### config.mk
export PLATFORM = sky130hd
export DESIGN_NAME = sodr_regs
export DESIGN_NICKNAME = d
export VERILOG_FILES = /design/src/sodr_pkg.sv /design/src/sodr_int_divider.sv /design/src/sodr_regs.sv
export SDC_FILE = /design/constraint.sdc
export NUM_CORES = 1
export LEC_CHECK = 0
export BUFFER_PORTS_ARGS = -buffer_cell sky130_fd_sc_hd__buf_2
export CAP_MARGIN = 20
export CORE_ASPECT_RATIO = 0.9
export CORE_MARGIN = 3
export CORE_UTILIZATION = 50
export DETAILED_ROUTE_END_ITERATION = 16
export GPL_TIMING_DRIVEN = 0
export PLACE_DENSITY = 0.83
export SKIP_LAST_GASP = 1
export SLEW_MARGIN = 25
export SYNTH_ARGS = -nofsm -noshare
export SYNTH_HDL_FRONTEND = slang
export SYNTH_HIERARCHICAL = 1
export SYNTH_SLANG_ARGS = --single-unit
### constraint.sdc
create_clock -name clk_sys -period 4.95 [get_ports clk_sys]
set_clock_uncertainty 0.15 [all_clocks]
set_input_delay 0 -clock clk_sys [delete_from_list [all_inputs] [get_ports clk_sys]]
set_output_delay 0 -clock clk_sys [all_outputs]
set_load 0.02 [all_outputs]
### src/sodr_pkg.sv
// Package holding the register map, field positions and reset values of the output divider register bank.
package sodr_pkg;

	// Register count and the byte address of the first register.
	localparam int SODR_NUM_REGS = 12;
	localparam logic [7:0] SODR_BASE_ADDR = 8'h15;

	// Register byte addresses.
	localparam logic [7:0] SODR_ADDR_OUTPUT_DRIVER_CONTROL = 8'h15;
	localparam logic [7:0] SODR_ADDR_OUTPUT_DIVIDER_HIGH = 8'h16;
	localparam logic [7:0] SODR_ADDR_OUTPUT_DIVIDER_LOW = 8'h17;
	localparam logic [7:0] SODR_ADDR_REFERENCE_DIVIDER_CONTROL = 8'h18;
	localparam logic [7:0] SODR_ADDR_FEEDBACK_INTEGER_HIGH = 8'h19;
	localparam logic [7:0] SODR_ADDR_FEEDBACK_INTEGER_LOW = 8'h1A;
	localparam logic [7:0] SODR_ADDR_FRACTION_NUMERATOR_TOP = 8'h1B;
	localparam logic [7:0] SODR_ADDR_FRACTION_NUMERATOR_MID = 8'h1C;
	localparam logic [7:0] SODR_ADDR_FRACTION_NUMERATOR_LOW = 8'h1D;
	localparam logic [7:0] SODR_ADDR_FRACTION_DENOMINATOR_TOP = 8'h1E;
	localparam logic [7:0] SODR_ADDR_FRACTION_DENOMINATOR_MID = 8'h1F;
	localparam logic [7:0] SODR_ADDR_FRACTION_DENOMINATOR_LOW = 8'h20;

	// Register indices within the bank.
	localparam int SODR_IDX_DRV = 0;
	localparam int SODR_IDX_ODIV_HI = 1;
	localparam int SODR_IDX_ODIV_LO = 2;
	localparam int SODR_IDX_RDIV = 3;
	localparam int SODR_IDX_NDIV_HI = 4;
	localparam int SODR_IDX_NDIV_LO = 5;
	localparam int SODR_IDX_NUM_TOP = 6;
	localparam int SODR_IDX_NUM_MID = 7;
	localparam int SODR_IDX_NUM_LOW = 8;
	localparam int SODR_IDX_DEN_TOP = 9;
	localparam int SODR_IDX_DEN_MID = 10;
	localparam int SODR_IDX_DEN_LOW = 11;

	// Field positions.
	localparam int SODR_POS_POWERDOWN = 7;
	localparam int SODR_POS_DRV_SEL_HI = 1;
	localparam int SODR_POS_DRV_SEL_LO = 0;
	localparam int SODR_POS_ODIV_BIT8 = 0;
	localparam int SODR_POS_RDIV4 = 0;

	// Reset values, indexed as above.
	localparam logic [7:0] SODR_RESET [SODR_NUM_REGS] = '{
		8'h02, 8'h00, 8'h4E, 8'h01, 8'h00, 8'hDC,
		8'h1C, 8'hB3, 8'hE3, 8'h3F, 8'hFF, 8'hFF
	};

	// Writable bits; reserved bits stay zero and read as zero.
	localparam logic [7:0] SODR_MASK [SODR_NUM_REGS] = '{
		8'h83, 8'h01, 8'hFF, 8'h01, 8'h0F, 8'hFF,
		8'h3F, 8'hFF, 8'hFF, 8'h3F, 8'hFF, 8'hFF
	};

	// Divider widths and limits.
	localparam int SODR_ODIV_W = 9;
	localparam logic [8:0] SODR_ODIV_MIN = 9'h005;
	localparam int SODR_RDIV_W = 3;
	localparam logic [2:0] SODR_RDIV_FOUR = 3'h4;
	localparam logic [2:0] SODR_RDIV_ONE = 3'h1;
	localparam int SODR_NDIV_W = 12;
	localparam int SODR_FRAC_W = 22;

	// Output driver stage selection, in the order of the select field codes.
	typedef enum logic [1:0] {
		SODR_DRV_TRISTATE,
		SODR_DRV_LVPECL,
		SODR_DRV_LVDS,
		SODR_DRV_HCSL
	} sodr_drv_t;

endpackage

### src/sodr_int_divider.sv
// Integer tick divider used for the output divider and the reference divider.
`timescale 1ns/100ps
`default_nettype none
module sodr_int_divider #(
	parameter int W = 9,
	parameter logic [W-1:0] MIN_DIV = W'(1)
) (
	input wire logic clk_sys,
	input wire logic rst_n,
	input wire logic tick_in,
	input wire logic [W-1:0] divide_by,
	output logic tick_out
);

	logic [W-1:0] count;
	logic [W-1:0] next_count;
	logic next_tick_out;
	logic [W-1:0] eff_div;

	// Values below the floor are reserved; clamping keeps the counter sane if software slips.
	always_comb begin
		eff_div = (divide_by < MIN_DIV) ? MIN_DIV : divide_by;
		next_count = count;
		next_tick_out = 1'b0;
		if (tick_in) begin
			if (count >= eff_div - W'(1)) begin
				next_count = '0;
				next_tick_out = 1'b1;
			end else begin
				next_count = count + W'(1);
			end
		end
	end

	// Counter and output pulse registers.
	always_ff @(posedge clk_sys or negedge rst_n) begin
		if (!rst_n) begin
			count <= '0;
			tick_out <= 1'b0;
		end else begin
			count <= next_count;
			tick_out <= next_tick_out;
		end
	end

endmodule
`default_nettype wire

### src/sodr_regs.sv
// Configuration register bank for the synthesizer output, reference, feedback and fraction settings.
// Operation
// - two-bit select picks tristate, LVPECL, LVDS, HCSL
// - bit seven powers down output buffer
// - nine-bit output divider, values five to 511
// - divider bit eight plus next full byte
// - reference divider divides by four or bypasses
// - twelve-bit feedback integer from nibble and byte
// - 22-bit numerator from six bits, two bytes
// - 22-bit denominator top six bits, middle byte
// - lowest denominator byte follows, resets all ones
`timescale 1ns/100ps
`default_nettype none
module sodr_regs
	import sodr_pkg::*;
(
	input wire logic clk_sys,
	input wire logic rst_n,
	input wire logic reg_wr,
	input wire logic reg_rd,
	input wire logic [7:0] reg_addr,
	input wire logic [7:0] reg_wdata,
	output logic [7:0] reg_rdata,
	output logic reg_rvalid,
	input wire logic vco_tick,
	input wire logic ref_tick,
	output logic out_tick,
	output logic pfd_tick,
	output logic output_buffer_powerdown,
	output logic [1:0] driver_select,
	output logic out_tristate,
	output logic out_lvpecl_en,
	output logic out_lvds_en,
	output logic out_hcsl_en,
	output logic [SODR_ODIV_W-1:0] output_divider_value,
	output logic reference_div4_enable,
	output logic [SODR_NDIV_W-1:0] feedback_integer_value,
	output logic [SODR_FRAC_W-1:0] fraction_numerator,
	output logic [SODR_FRAC_W-1:0] fraction_denominator
);

	// Stored bytes and their next values, one entry per register.
	logic [7:0] regs [SODR_NUM_REGS];
	logic [7:0] next_regs [SODR_NUM_REGS];

	// Applied numerator and read path.
	logic [SODR_FRAC_W-1:0] next_fraction_numerator;
	logic num_low_hit;
	logic [7:0] next_reg_rdata;
	logic next_reg_rvalid;

	// Decode helpers.
	logic [7:0] drv_byte;
	logic [2:0] ref_divide_by;
	sodr_drv_t drv_mode;

	// Register map, byte addresses and what each holds:
	// 0x15 output driver control: bit 7 buffer powerdown, bits 1:0 driver select.
	// 0x16 output divider high: bit 0 is divider bit 8.
	// 0x17 output divider low: divider bits 7:0.
	// 0x18 reference divider control: bit 0 enables divide by four.
	// 0x19 feedback integer high: bits 3:0 are feedback bits 11:8.
	// 0x1A feedback integer low: feedback bits 7:0.
	// 0x1B fraction numerator top: bits 5:0 are numerator bits 21:16.
	// 0x1C fraction numerator middle: numerator bits 15:8.
	// 0x1D fraction numerator low: numerator bits 7:0, and the write that applies all three.
	// 0x1E fraction denominator top: bits 5:0 are denominator bits 21:16.
	// 0x1F fraction denominator middle: denominator bits 15:8.
	// 0x20 fraction denominator low: denominator bits 7:0.
	// Reserved bits are not stored, so they read back as zero whatever was written.

	// One flip-flop byte per register; a write stores only the defined bits of the addressed entry.
	// Back-to-back writes are taken every cycle; there is no busy state to wait for.
	for (genvar i = 0; i < SODR_NUM_REGS; i++) begin : g_reg
		always_comb begin
			next_regs[i] = regs[i];
			if (reg_wr && reg_addr == SODR_BASE_ADDR + 8'(i)) begin
				next_regs[i] = reg_wdata & SODR_MASK[i];
			end
		end

		always_ff @(posedge clk_sys or negedge rst_n) begin
			if (!rst_n) begin
				regs[i] <= SODR_RESET[i];
			end else begin
				regs[i] <= next_regs[i];
			end
		end
	end

	// The applied numerator moves only when its low byte is written, so a top-first update lands at once.
	// Trade-off: a host that writes only the low byte applies it with the stored top and middle bytes,
	// and top or middle bytes written alone read back without changing the applied fraction.
	always_comb begin
		num_low_hit = reg_wr && reg_addr == SODR_ADDR_FRACTION_NUMERATOR_LOW;
		next_fraction_numerator = fraction_numerator;
		if (num_low_hit) begin
			next_fraction_numerator = {regs[SODR_IDX_NUM_TOP][5:0], regs[SODR_IDX_NUM_MID], reg_wdata};
		end
	end

	// Applied numerator register.
	// Its reset value matches the stored bytes after reset, so the two views agree.
	always_ff @(posedge clk_sys or negedge rst_n) begin
		if (!rst_n) begin
			fraction_numerator <= {SODR_RESET[SODR_IDX_NUM_TOP][5:0], SODR_RESET[SODR_IDX_NUM_MID],
				SODR_RESET[SODR_IDX_NUM_LOW]};
		end else begin
			fraction_numerator <= next_fraction_numerator;
		end
	end

	// Read path answers one cycle after the strobe; unmapped addresses read as zero.
	// A read in the same cycle as a write to that address returns the old value.
	always_comb begin
		next_reg_rdata = reg_rdata;
		next_reg_rvalid = reg_rd;
		if (reg_rd) begin
			next_reg_rdata = 8'h00;
			case (reg_addr)
				SODR_ADDR_OUTPUT_DRIVER_CONTROL: next_reg_rdata = regs[SODR_IDX_DRV];
				SODR_ADDR_OUTPUT_DIVIDER_HIGH: next_reg_rdata = regs[SODR_IDX_ODIV_HI];
				SODR_ADDR_OUTPUT_DIVIDER_LOW: next_reg_rdata = regs[SODR_IDX_ODIV_LO];
				SODR_ADDR_REFERENCE_DIVIDER_CONTROL: next_reg_rdata = regs[SODR_IDX_RDIV];
				SODR_ADDR_FEEDBACK_INTEGER_HIGH: next_reg_rdata = regs[SODR_IDX_NDIV_HI];
				SODR_ADDR_FEEDBACK_INTEGER_LOW: next_reg_rdata = regs[SODR_IDX_NDIV_LO];
				SODR_ADDR_FRACTION_NUMERATOR_TOP: next_reg_rdata = regs[SODR_IDX_NUM_TOP];
				SODR_ADDR_FRACTION_NUMERATOR_MID: next_reg_rdata = regs[SODR_IDX_NUM_MID];
				SODR_ADDR_FRACTION_NUMERATOR_LOW: next_reg_rdata = regs[SODR_IDX_NUM_LOW];
				SODR_ADDR_FRACTION_DENOMINATOR_TOP: next_reg_rdata = regs[SODR_IDX_DEN_TOP];
				SODR_ADDR_FRACTION_DENOMINATOR_MID: next_reg_rdata = regs[SODR_IDX_DEN_MID];
				SODR_ADDR_FRACTION_DENOMINATOR_LOW: next_reg_rdata = regs[SODR_IDX_DEN_LOW];
				default: next_reg_rdata = 8'h00;
			endcase
		end
	end

	// Read data and valid registers.
	always_ff @(posedge clk_sys or negedge rst_n) begin
		if (!rst_n) begin
			reg_rdata <= 8'h00;
			reg_rvalid <= 1'b0;
		end else begin
			reg_rdata <= next_reg_rdata;
			reg_rvalid <= next_reg_rvalid;
		end
	end

	// Driver control byte views; these are flip-flop outputs passed straight through.
	always_comb begin
		drv_byte = regs[SODR_IDX_DRV];
		output_buffer_powerdown = drv_byte[SODR_POS_POWERDOWN];
		driver_select = drv_byte[SODR_POS_DRV_SEL_HI:SODR_POS_DRV_SEL_LO];
	end

	// Divider views; the output divider spans two bytes, so between the two writes it holds a mixed value.
	always_comb begin
		output_divider_value = {regs[SODR_IDX_ODIV_HI][SODR_POS_ODIV_BIT8], regs[SODR_IDX_ODIV_LO]};
		reference_div4_enable = regs[SODR_IDX_RDIV][SODR_POS_RDIV4];
		feedback_integer_value = {regs[SODR_IDX_NDIV_HI][3:0], regs[SODR_IDX_NDIV_LO]};
	end

	// Denominator view; unlike the numerator it has no shadow, so it follows each byte as written.
	always_comb begin
		fraction_denominator = {regs[SODR_IDX_DEN_TOP][5:0], regs[SODR_IDX_DEN_MID],
			regs[SODR_IDX_DEN_LOW]};
	end

	// Driver stage decode; powerdown forces every stage off and the pin floats.
	// Tri-state is its own flag so the pad logic need not decode the select field again.
	always_comb begin
		drv_mode = sodr_drv_t'(driver_select);
		out_tristate = 1'b0;
		out_lvpecl_en = 1'b0;
		out_lvds_en = 1'b0;
		out_hcsl_en = 1'b0;
		case (drv_mode)
			SODR_DRV_TRISTATE: out_tristate = 1'b1;
			SODR_DRV_LVPECL: out_lvpecl_en = !output_buffer_powerdown;
			SODR_DRV_LVDS: out_lvds_en = !output_buffer_powerdown;
			SODR_DRV_HCSL: out_hcsl_en = !output_buffer_powerdown;
			default: out_tristate = 1'b1;
		endcase
		if (output_buffer_powerdown) begin
			out_tristate = 1'b1;
		end
	end

	// Reference divider: four when the control bit is set, else a straight bypass.
	// Bypass still passes through one register stage, so the comparison tick lags the reference by a cycle.
	always_comb begin
		ref_divide_by = reference_div4_enable ? SODR_RDIV_FOUR : SODR_RDIV_ONE;
	end

	// Reference divider instance; a floor of one lets the bypass setting pass every tick.
	sodr_int_divider #(
		.W(SODR_RDIV_W),
		.MIN_DIV(SODR_RDIV_ONE)
	) u_ref_div (
		.clk_sys(clk_sys),
		.rst_n(rst_n),
		.tick_in(ref_tick),
		.divide_by(ref_divide_by),
		.tick_out(pfd_tick)
	);

	// Output divider; reserved settings below five are treated as five.
	// The counter does not restart on a new setting, so the first period after a change may be short.
	sodr_int_divider #(
		.W(SODR_ODIV_W),
		.MIN_DIV(SODR_ODIV_MIN)
	) u_out_div (
		.clk_sys(clk_sys),
		.rst_n(rst_n),
		.tick_in(vco_tick),
		.divide_by(output_divider_value),
		.tick_out(out_tick)
	);

endmodule
`default_nettype wire

---- Yosys cells after proc, flatten, opt, wreduce, memory -nomap -nowiden ----
Index checks and enable logic that the tools add are counted.
storage, ports and cells
  register bits ........................... 114
  input port bits ......................... 22
  output and inout bits ................... 84
  word-level logic and storage cells ...... 71
operators by class
  add/sub/neg operators ................... 4
  order comparisons ....................... 4
  eq/ne operators ......................... 15
  multiplexer cells ....................... 15
  reduce and logical (&&, ||, !) cells .... 14
operator list
  kind                 count
  $pmux 8 s12          1
  $eq 8x5->1 const B   11
  $mux 9               2
  $logic_and 1x1->1    12
  $add 9x1->9 const B  1
  $ge 9x9->1           1
  $lt 9x3->1 const B   1
  $mux 1               9
  $mux 3               3
  $sub 9x1->9 const B  1
  $eq 8x6->1 const B   1
  $eq 2x2->1 const B   2
  $add 3x1->3 const B  1
  $ge 3x3->1           1
  $lt 3x1->1 const B   1
  $sub 3x1->3 const B  1
  $eq 2x1->1 const B   1
  $logic_not 2->1      1
  $logic_not 1->1      1

---- Longest topological paths before layout ----
  depth in word-level cells ............... 7
  depth in mapped cells ................... 14
  depth with buffers taken out ............ 14

---- Hierarchy ----
Netlist, hierarchy kept.
modules (own cells, without submodules)
  module                        instances  cells each  area each (µm²)  seq. area each (µm²)
  sodr_regs                     1          351         4,660.7          2,369.8
  sodr_int_divider (u_out_div)  1          97          804.5            250.2
  sodr_int_divider (u_ref_div)  1          28          280.3            100.1

---- Worst setup path before layout ----
Ideal clock, no wire load.
  path kind ............................... flip-flop to flip-flop
  start ................................... register regs, in the netlist output_divider_value[5]
  end ..................................... register u_out_div.count[3]
  setup time .............................. 83 ps
  data arrival time ....................... 3,684 ps
  required time ........................... 4,717 ps
  path slack .............................. 1,033 ps
  cell stages (with the launch flop) ...... 14
  buffers on the path ..................... 0
  period minus slack after synthesis ...... 3,917 ps
  path through ............................ dfrtp_1 -> or4_4 -> o41ai_1 -> ha_1 -> inv_1 -> or4_1 -> or3_1 -> xor2_1 -> ha_1 -> nand4_1 -> nor2_1 -> a211oi_1 -> a21boi_0 -> o21ai_0
on the way
  longest elaborated chain between the ends .. 5
RTL lines
  item                             RTL line                source
  start, declared                  sodr_regs.sv:43         logic [7:0] regs [SODR_NUM_REGS];
  start signal, assigned by index  sodr_regs.sv:84         regs[i] <= SODR_RESET[i];
  start signal, assigned by index  sodr_regs.sv:86         regs[i] <= next_regs[i];
  $lt 9x3->1                       sodr_int_divider.sv:22  eff_div = (divide_by < MIN_DIV) ? MIN_DIV : divide_by;
  $mux 9 (*)                       sodr_int_divider.sv:22
  $sub 9x1->9 (*)                  sodr_int_divider.sv:26  if (count >= eff_div - W'(1)) begin
  $ge 9x9->1 (*)                   sodr_int_divider.sv:26
  $mux 9 (*)                       sodr_int_divider.sv:26
  end signal, assigned             sodr_int_divider.sv:41  count <= next_count;
  end, declared                    sodr_int_divider.sv:15  logic [W-1:0] count;
Every way passes the cells marked *; elsewhere a longest branch is shown, timed or not.
A chain may end at the register's enable or synchronous reset.

---- Worst setup path in the final report ----
  start ................................... register regs, in the netlist output_divider_value[5]
  end ..................................... register u_out_div.count[5]
The elaborated chain is that of the path after synthesis.

==> summary.txt <==
Run status
  – Outcome: completed

Routing
  – Drt wl/cell: 18.0 µm
  – DRT antenna net count: 0
  – First-pass DRT Iterations: 5
  – Via/cell ratio: 5.44
  – Vias: 4157
  – Iteration-0 DRC Markers: 286
  – WL final: 13800 µm
  – Residual DRC: 0

Critical path
  – CP Class: flop to flop
  – CP bufs+invs: 1
  – Reg2reg end: u_out_div/count[5]
  – Max incr delay on CP: 0.73 ns
  – Worst Setup End Kind: flop
  – Crit path max fanout: 8
  – Worst setup endpoint: u_out_div/count[5]
  – Reg2Reg Depth: 13
  – Delay-heaviest family, CP: simple AND/OR/NAND/NOR gates
  – CP max stage cell: a211oi_1
  – Reg2reg setup slack: 0.55 ns
  – Worst path depth: 13
  – Arrival @ worst endpoint: 4.53 ns
  – Crit start category: flop
  – Data required, critical path: 5.07 ns
  – R2r startpoint: output_divider_value[5]
  – Worst Setup SP: output_divider_value[5]
  – Cells along the critical path: or4_4, o41ai_1, ha_1, inv_1, or4_1, or3_1, xor2_1, ha_1, nand4_1, nor2_1, a211oi_1, nor2b_1, nor2_1

Timing
  – Unrepaired setup endpoints after global routing: no
  – Final worst path period share: 89.0%
  – Max-slew violation count: 0
  – Final Critical Period: 4.40 ns
  – Final Hold Viols: 0
  – Max-slew headroom: 42.8%
  – F_max: 227 MHz
  – Setup slack after layout: 0.547 ns
  – Final setup fails: 0
  – Least-Margin Pin Slew: 0.853 ns
  – Setup TNS: 0 ns

Yosys
  – Post-synthesis sequential area ratio: 47.3%
  – Most used flip-flop cell after synthesis: dfstp_2
  – FF+latch count, synth: 106
  – Post-synth ARST share: 100%
  – Synth Warn #: 6
  – Post-synth EDFFs: 0
  – Cell count after synthesis: 476
  – Synth cell types: 65
  – Average cell area after synthesis: 12.1 µm²
  – Mapped cell area: 0.00575 mm²

Placement
  – Routability congestion estimate: 0.869
  – IO buf count: 103
  – DP Area: 0.00649 mm²
  – Post-DP HPWL: 10100 µm
  – Worst Setup Slack post-DPL: 0.604 ns

Power and ir drop
  – Peak supply drop: 183 µV
  – Leakage: 0.00344 µW
  – Pwr dens: 312 mW/mm²
  – Pwr Total: 2160 µW

Clocking
  – CTS Buffer Depth: 2
  – Worst skew pair latency: 0.35 ns
  – Clk pin slew, worst setup/hold paths: 0.07 ns
  – CTS buffer count: 9
  – Clock sinks: 106
  – Post-cts gate resize count: 0
  – CTS tree: built
  – Clock Root Buffer: clkbuf_16
  – H-tree Lvls: 3

Final layout
  – Fin nets: 645
  – Layout cell share with drive strength beyond 1: 55.2%
  – Antenna cell count: 0
  – Commonest non-fill, non-tap cell in the layout: buf_2
  – Area Overhead vs Synth: 20.8%
  – Util after Layout: 62.9%
  – Most frequent cells in the layout: buf_2 (107), mux2_2 (75), buf_4 (55)
  – Layout fillers: 852
  – Design area: 0.00694 mm²

Run
  – Number of max-cap violations: 0

Min path
  – Worst Hold Class: primary input to flop

Die
  – Die width: 119 µm
  – Overall die area: 0.0128 mm²
  – IO Pins: 106
  – Initial Util: 52.1%
  – Core area: 0.0110 mm²
  – Num rows: 36
  – Die Ht: 108 µm

Global routing
  – Total Routing Usage GR: 22.1%
  – GRT Residual Overflow: 0
  – Largest net degree at the start of global routing: 69
  – First-pass GRT wire length: 22200 µm
  – Vias in the first global route: 4283
  – Initial antenna violation count: 0
-- worst min path at each step --
stage,start,to,cells after the start
5_1_grt,reg_addr[1],reference_div4_enable,4
3_5_place_dp,rst_n,u_out_div/count[6],1
2_1_floorplan,rst_n,drv_byte[0],0
4_1_cts,reg_addr[1],reference_div4_enable,4
6_report,reg_addr[1],reference_div4_enable,4
3_3_place_gp,reg_rd,reg_rvalid,1
-- through the flow --
step,cells,hold slack [ns]
after floorplan,477,-0.446
after global placement,732,-0.0234
after detailed placement,733,-0.228
after CTS,764,0.0405
after global routing,764,0.0569
final,764,0.0393
-- synthesized netlist by cell type (3+ instances only) --
cell,number,area [µm²]
a22o_1,5,43.8
nor2_1,23,86.3
dfrtp_1,52,1300
o22ai_1,8,50.1
mux2_4,8,120
o21ai_0,12,60.1
nand2_1,22,82.6
nand3_1,15,75.1
mux2_2,75,845
nand4_1,3,18.8
nand4bb_1,3,33.8
clkbuf_1,5,18.8
xor2_1,6,52.6
a22oi_1,12,90.1
and3_1,4,25.0
mux2_1,3,33.8
dfstp_2,54,1420
buf_4,55,413
nor3b_1,3,22.5
and2_1,3,18.8
ha_1,16,200
mux4_2,5,113
inv_1,17,63.8
a21oi_1,8,40.0
buf_2,4,20.0
xnor2_1,4,35.0
-- power breakdown --
part | switching, µW | internal, µW
sequential | 57.8 | 941
combinational | 241 | 187
clock | 336 | 401
-- state kept, by name (all words and copies together) (netlist names) --
name	cells
reference_div4_enable	1
u_out_div/tick_out	1
reg_rvalid	1
feedback_integer_value	12
u_ref_div/tick_out	1
output_divider_value	9
reg_rdata	8
u_out_div/count	9
regs	14
fraction_numerator	22
u_ref_div/count	3
fraction_denominator	22
drv_byte	3
-- timing repair --
action / in CTS / in global routing
buffers inserted: 0 / 0
hold endpoints to repair: 128 / 0
endpoints found under the setup margin: 0 / 0
hold buffers: 15 / 0
-- layer usage --
metal / track usage [%] / share of wire [%] / vias up
met1: 29.7 / 44 / 2075
met4: 4.80 / 0.94 / 0
met2: 36.0 / 48 / 153
li1: - / - / 1918
met3: 5.83 / 7.1 / 11
met5: 0 / 0 / -
-- worst reg2reg max path, stage by stage (launching register included) --
cell	delay, ns
dfrtp_1	0.46
or4_4	0.58
o41ai_1	0.28
ha_1	0.19
inv_1	0.07
or4_1	0.50
or3_1	0.34
xor2_1	0.16
ha_1	0.30
nand4_1	0.12
nor2_1	0.06
a211oi_1	0.73
nor2b_1	0.23
nor2_1	0.16
-- cells by family (layout without fill, tap and decap cells) --
family	Yosys count	in the layout	share of synthesized area (%)
flip-flops	106	106	47.3
AND/OR/NAND/NOR	102	102	10.7
multiplexers	93	93	19.7
buffers and inverters	84	219	9.30
AO/OA/AOI/OAI	64	64	7.88
adder cells (fa/ha/maj)	16	16	3.48
XOR/XNOR	10	10	1.52
other	1	2	0.0653
-- area by class of cell --
class	instances	area [µm²]	share of cell area [%]
Sequential cell	106	2720	39.2
Multi-Input combinational cell	287	2490	35.9
Timing Repair Buffer	119	694	10.0
Buffer	67	470	6.78
Clock buffer	9	225	3.24
Tap cell	152	190	2.74
Clock inverter	7	82.6	1.19
Inverter	17	63.8	0.919
No activity file was read; power rests on OpenSTA's default activity.
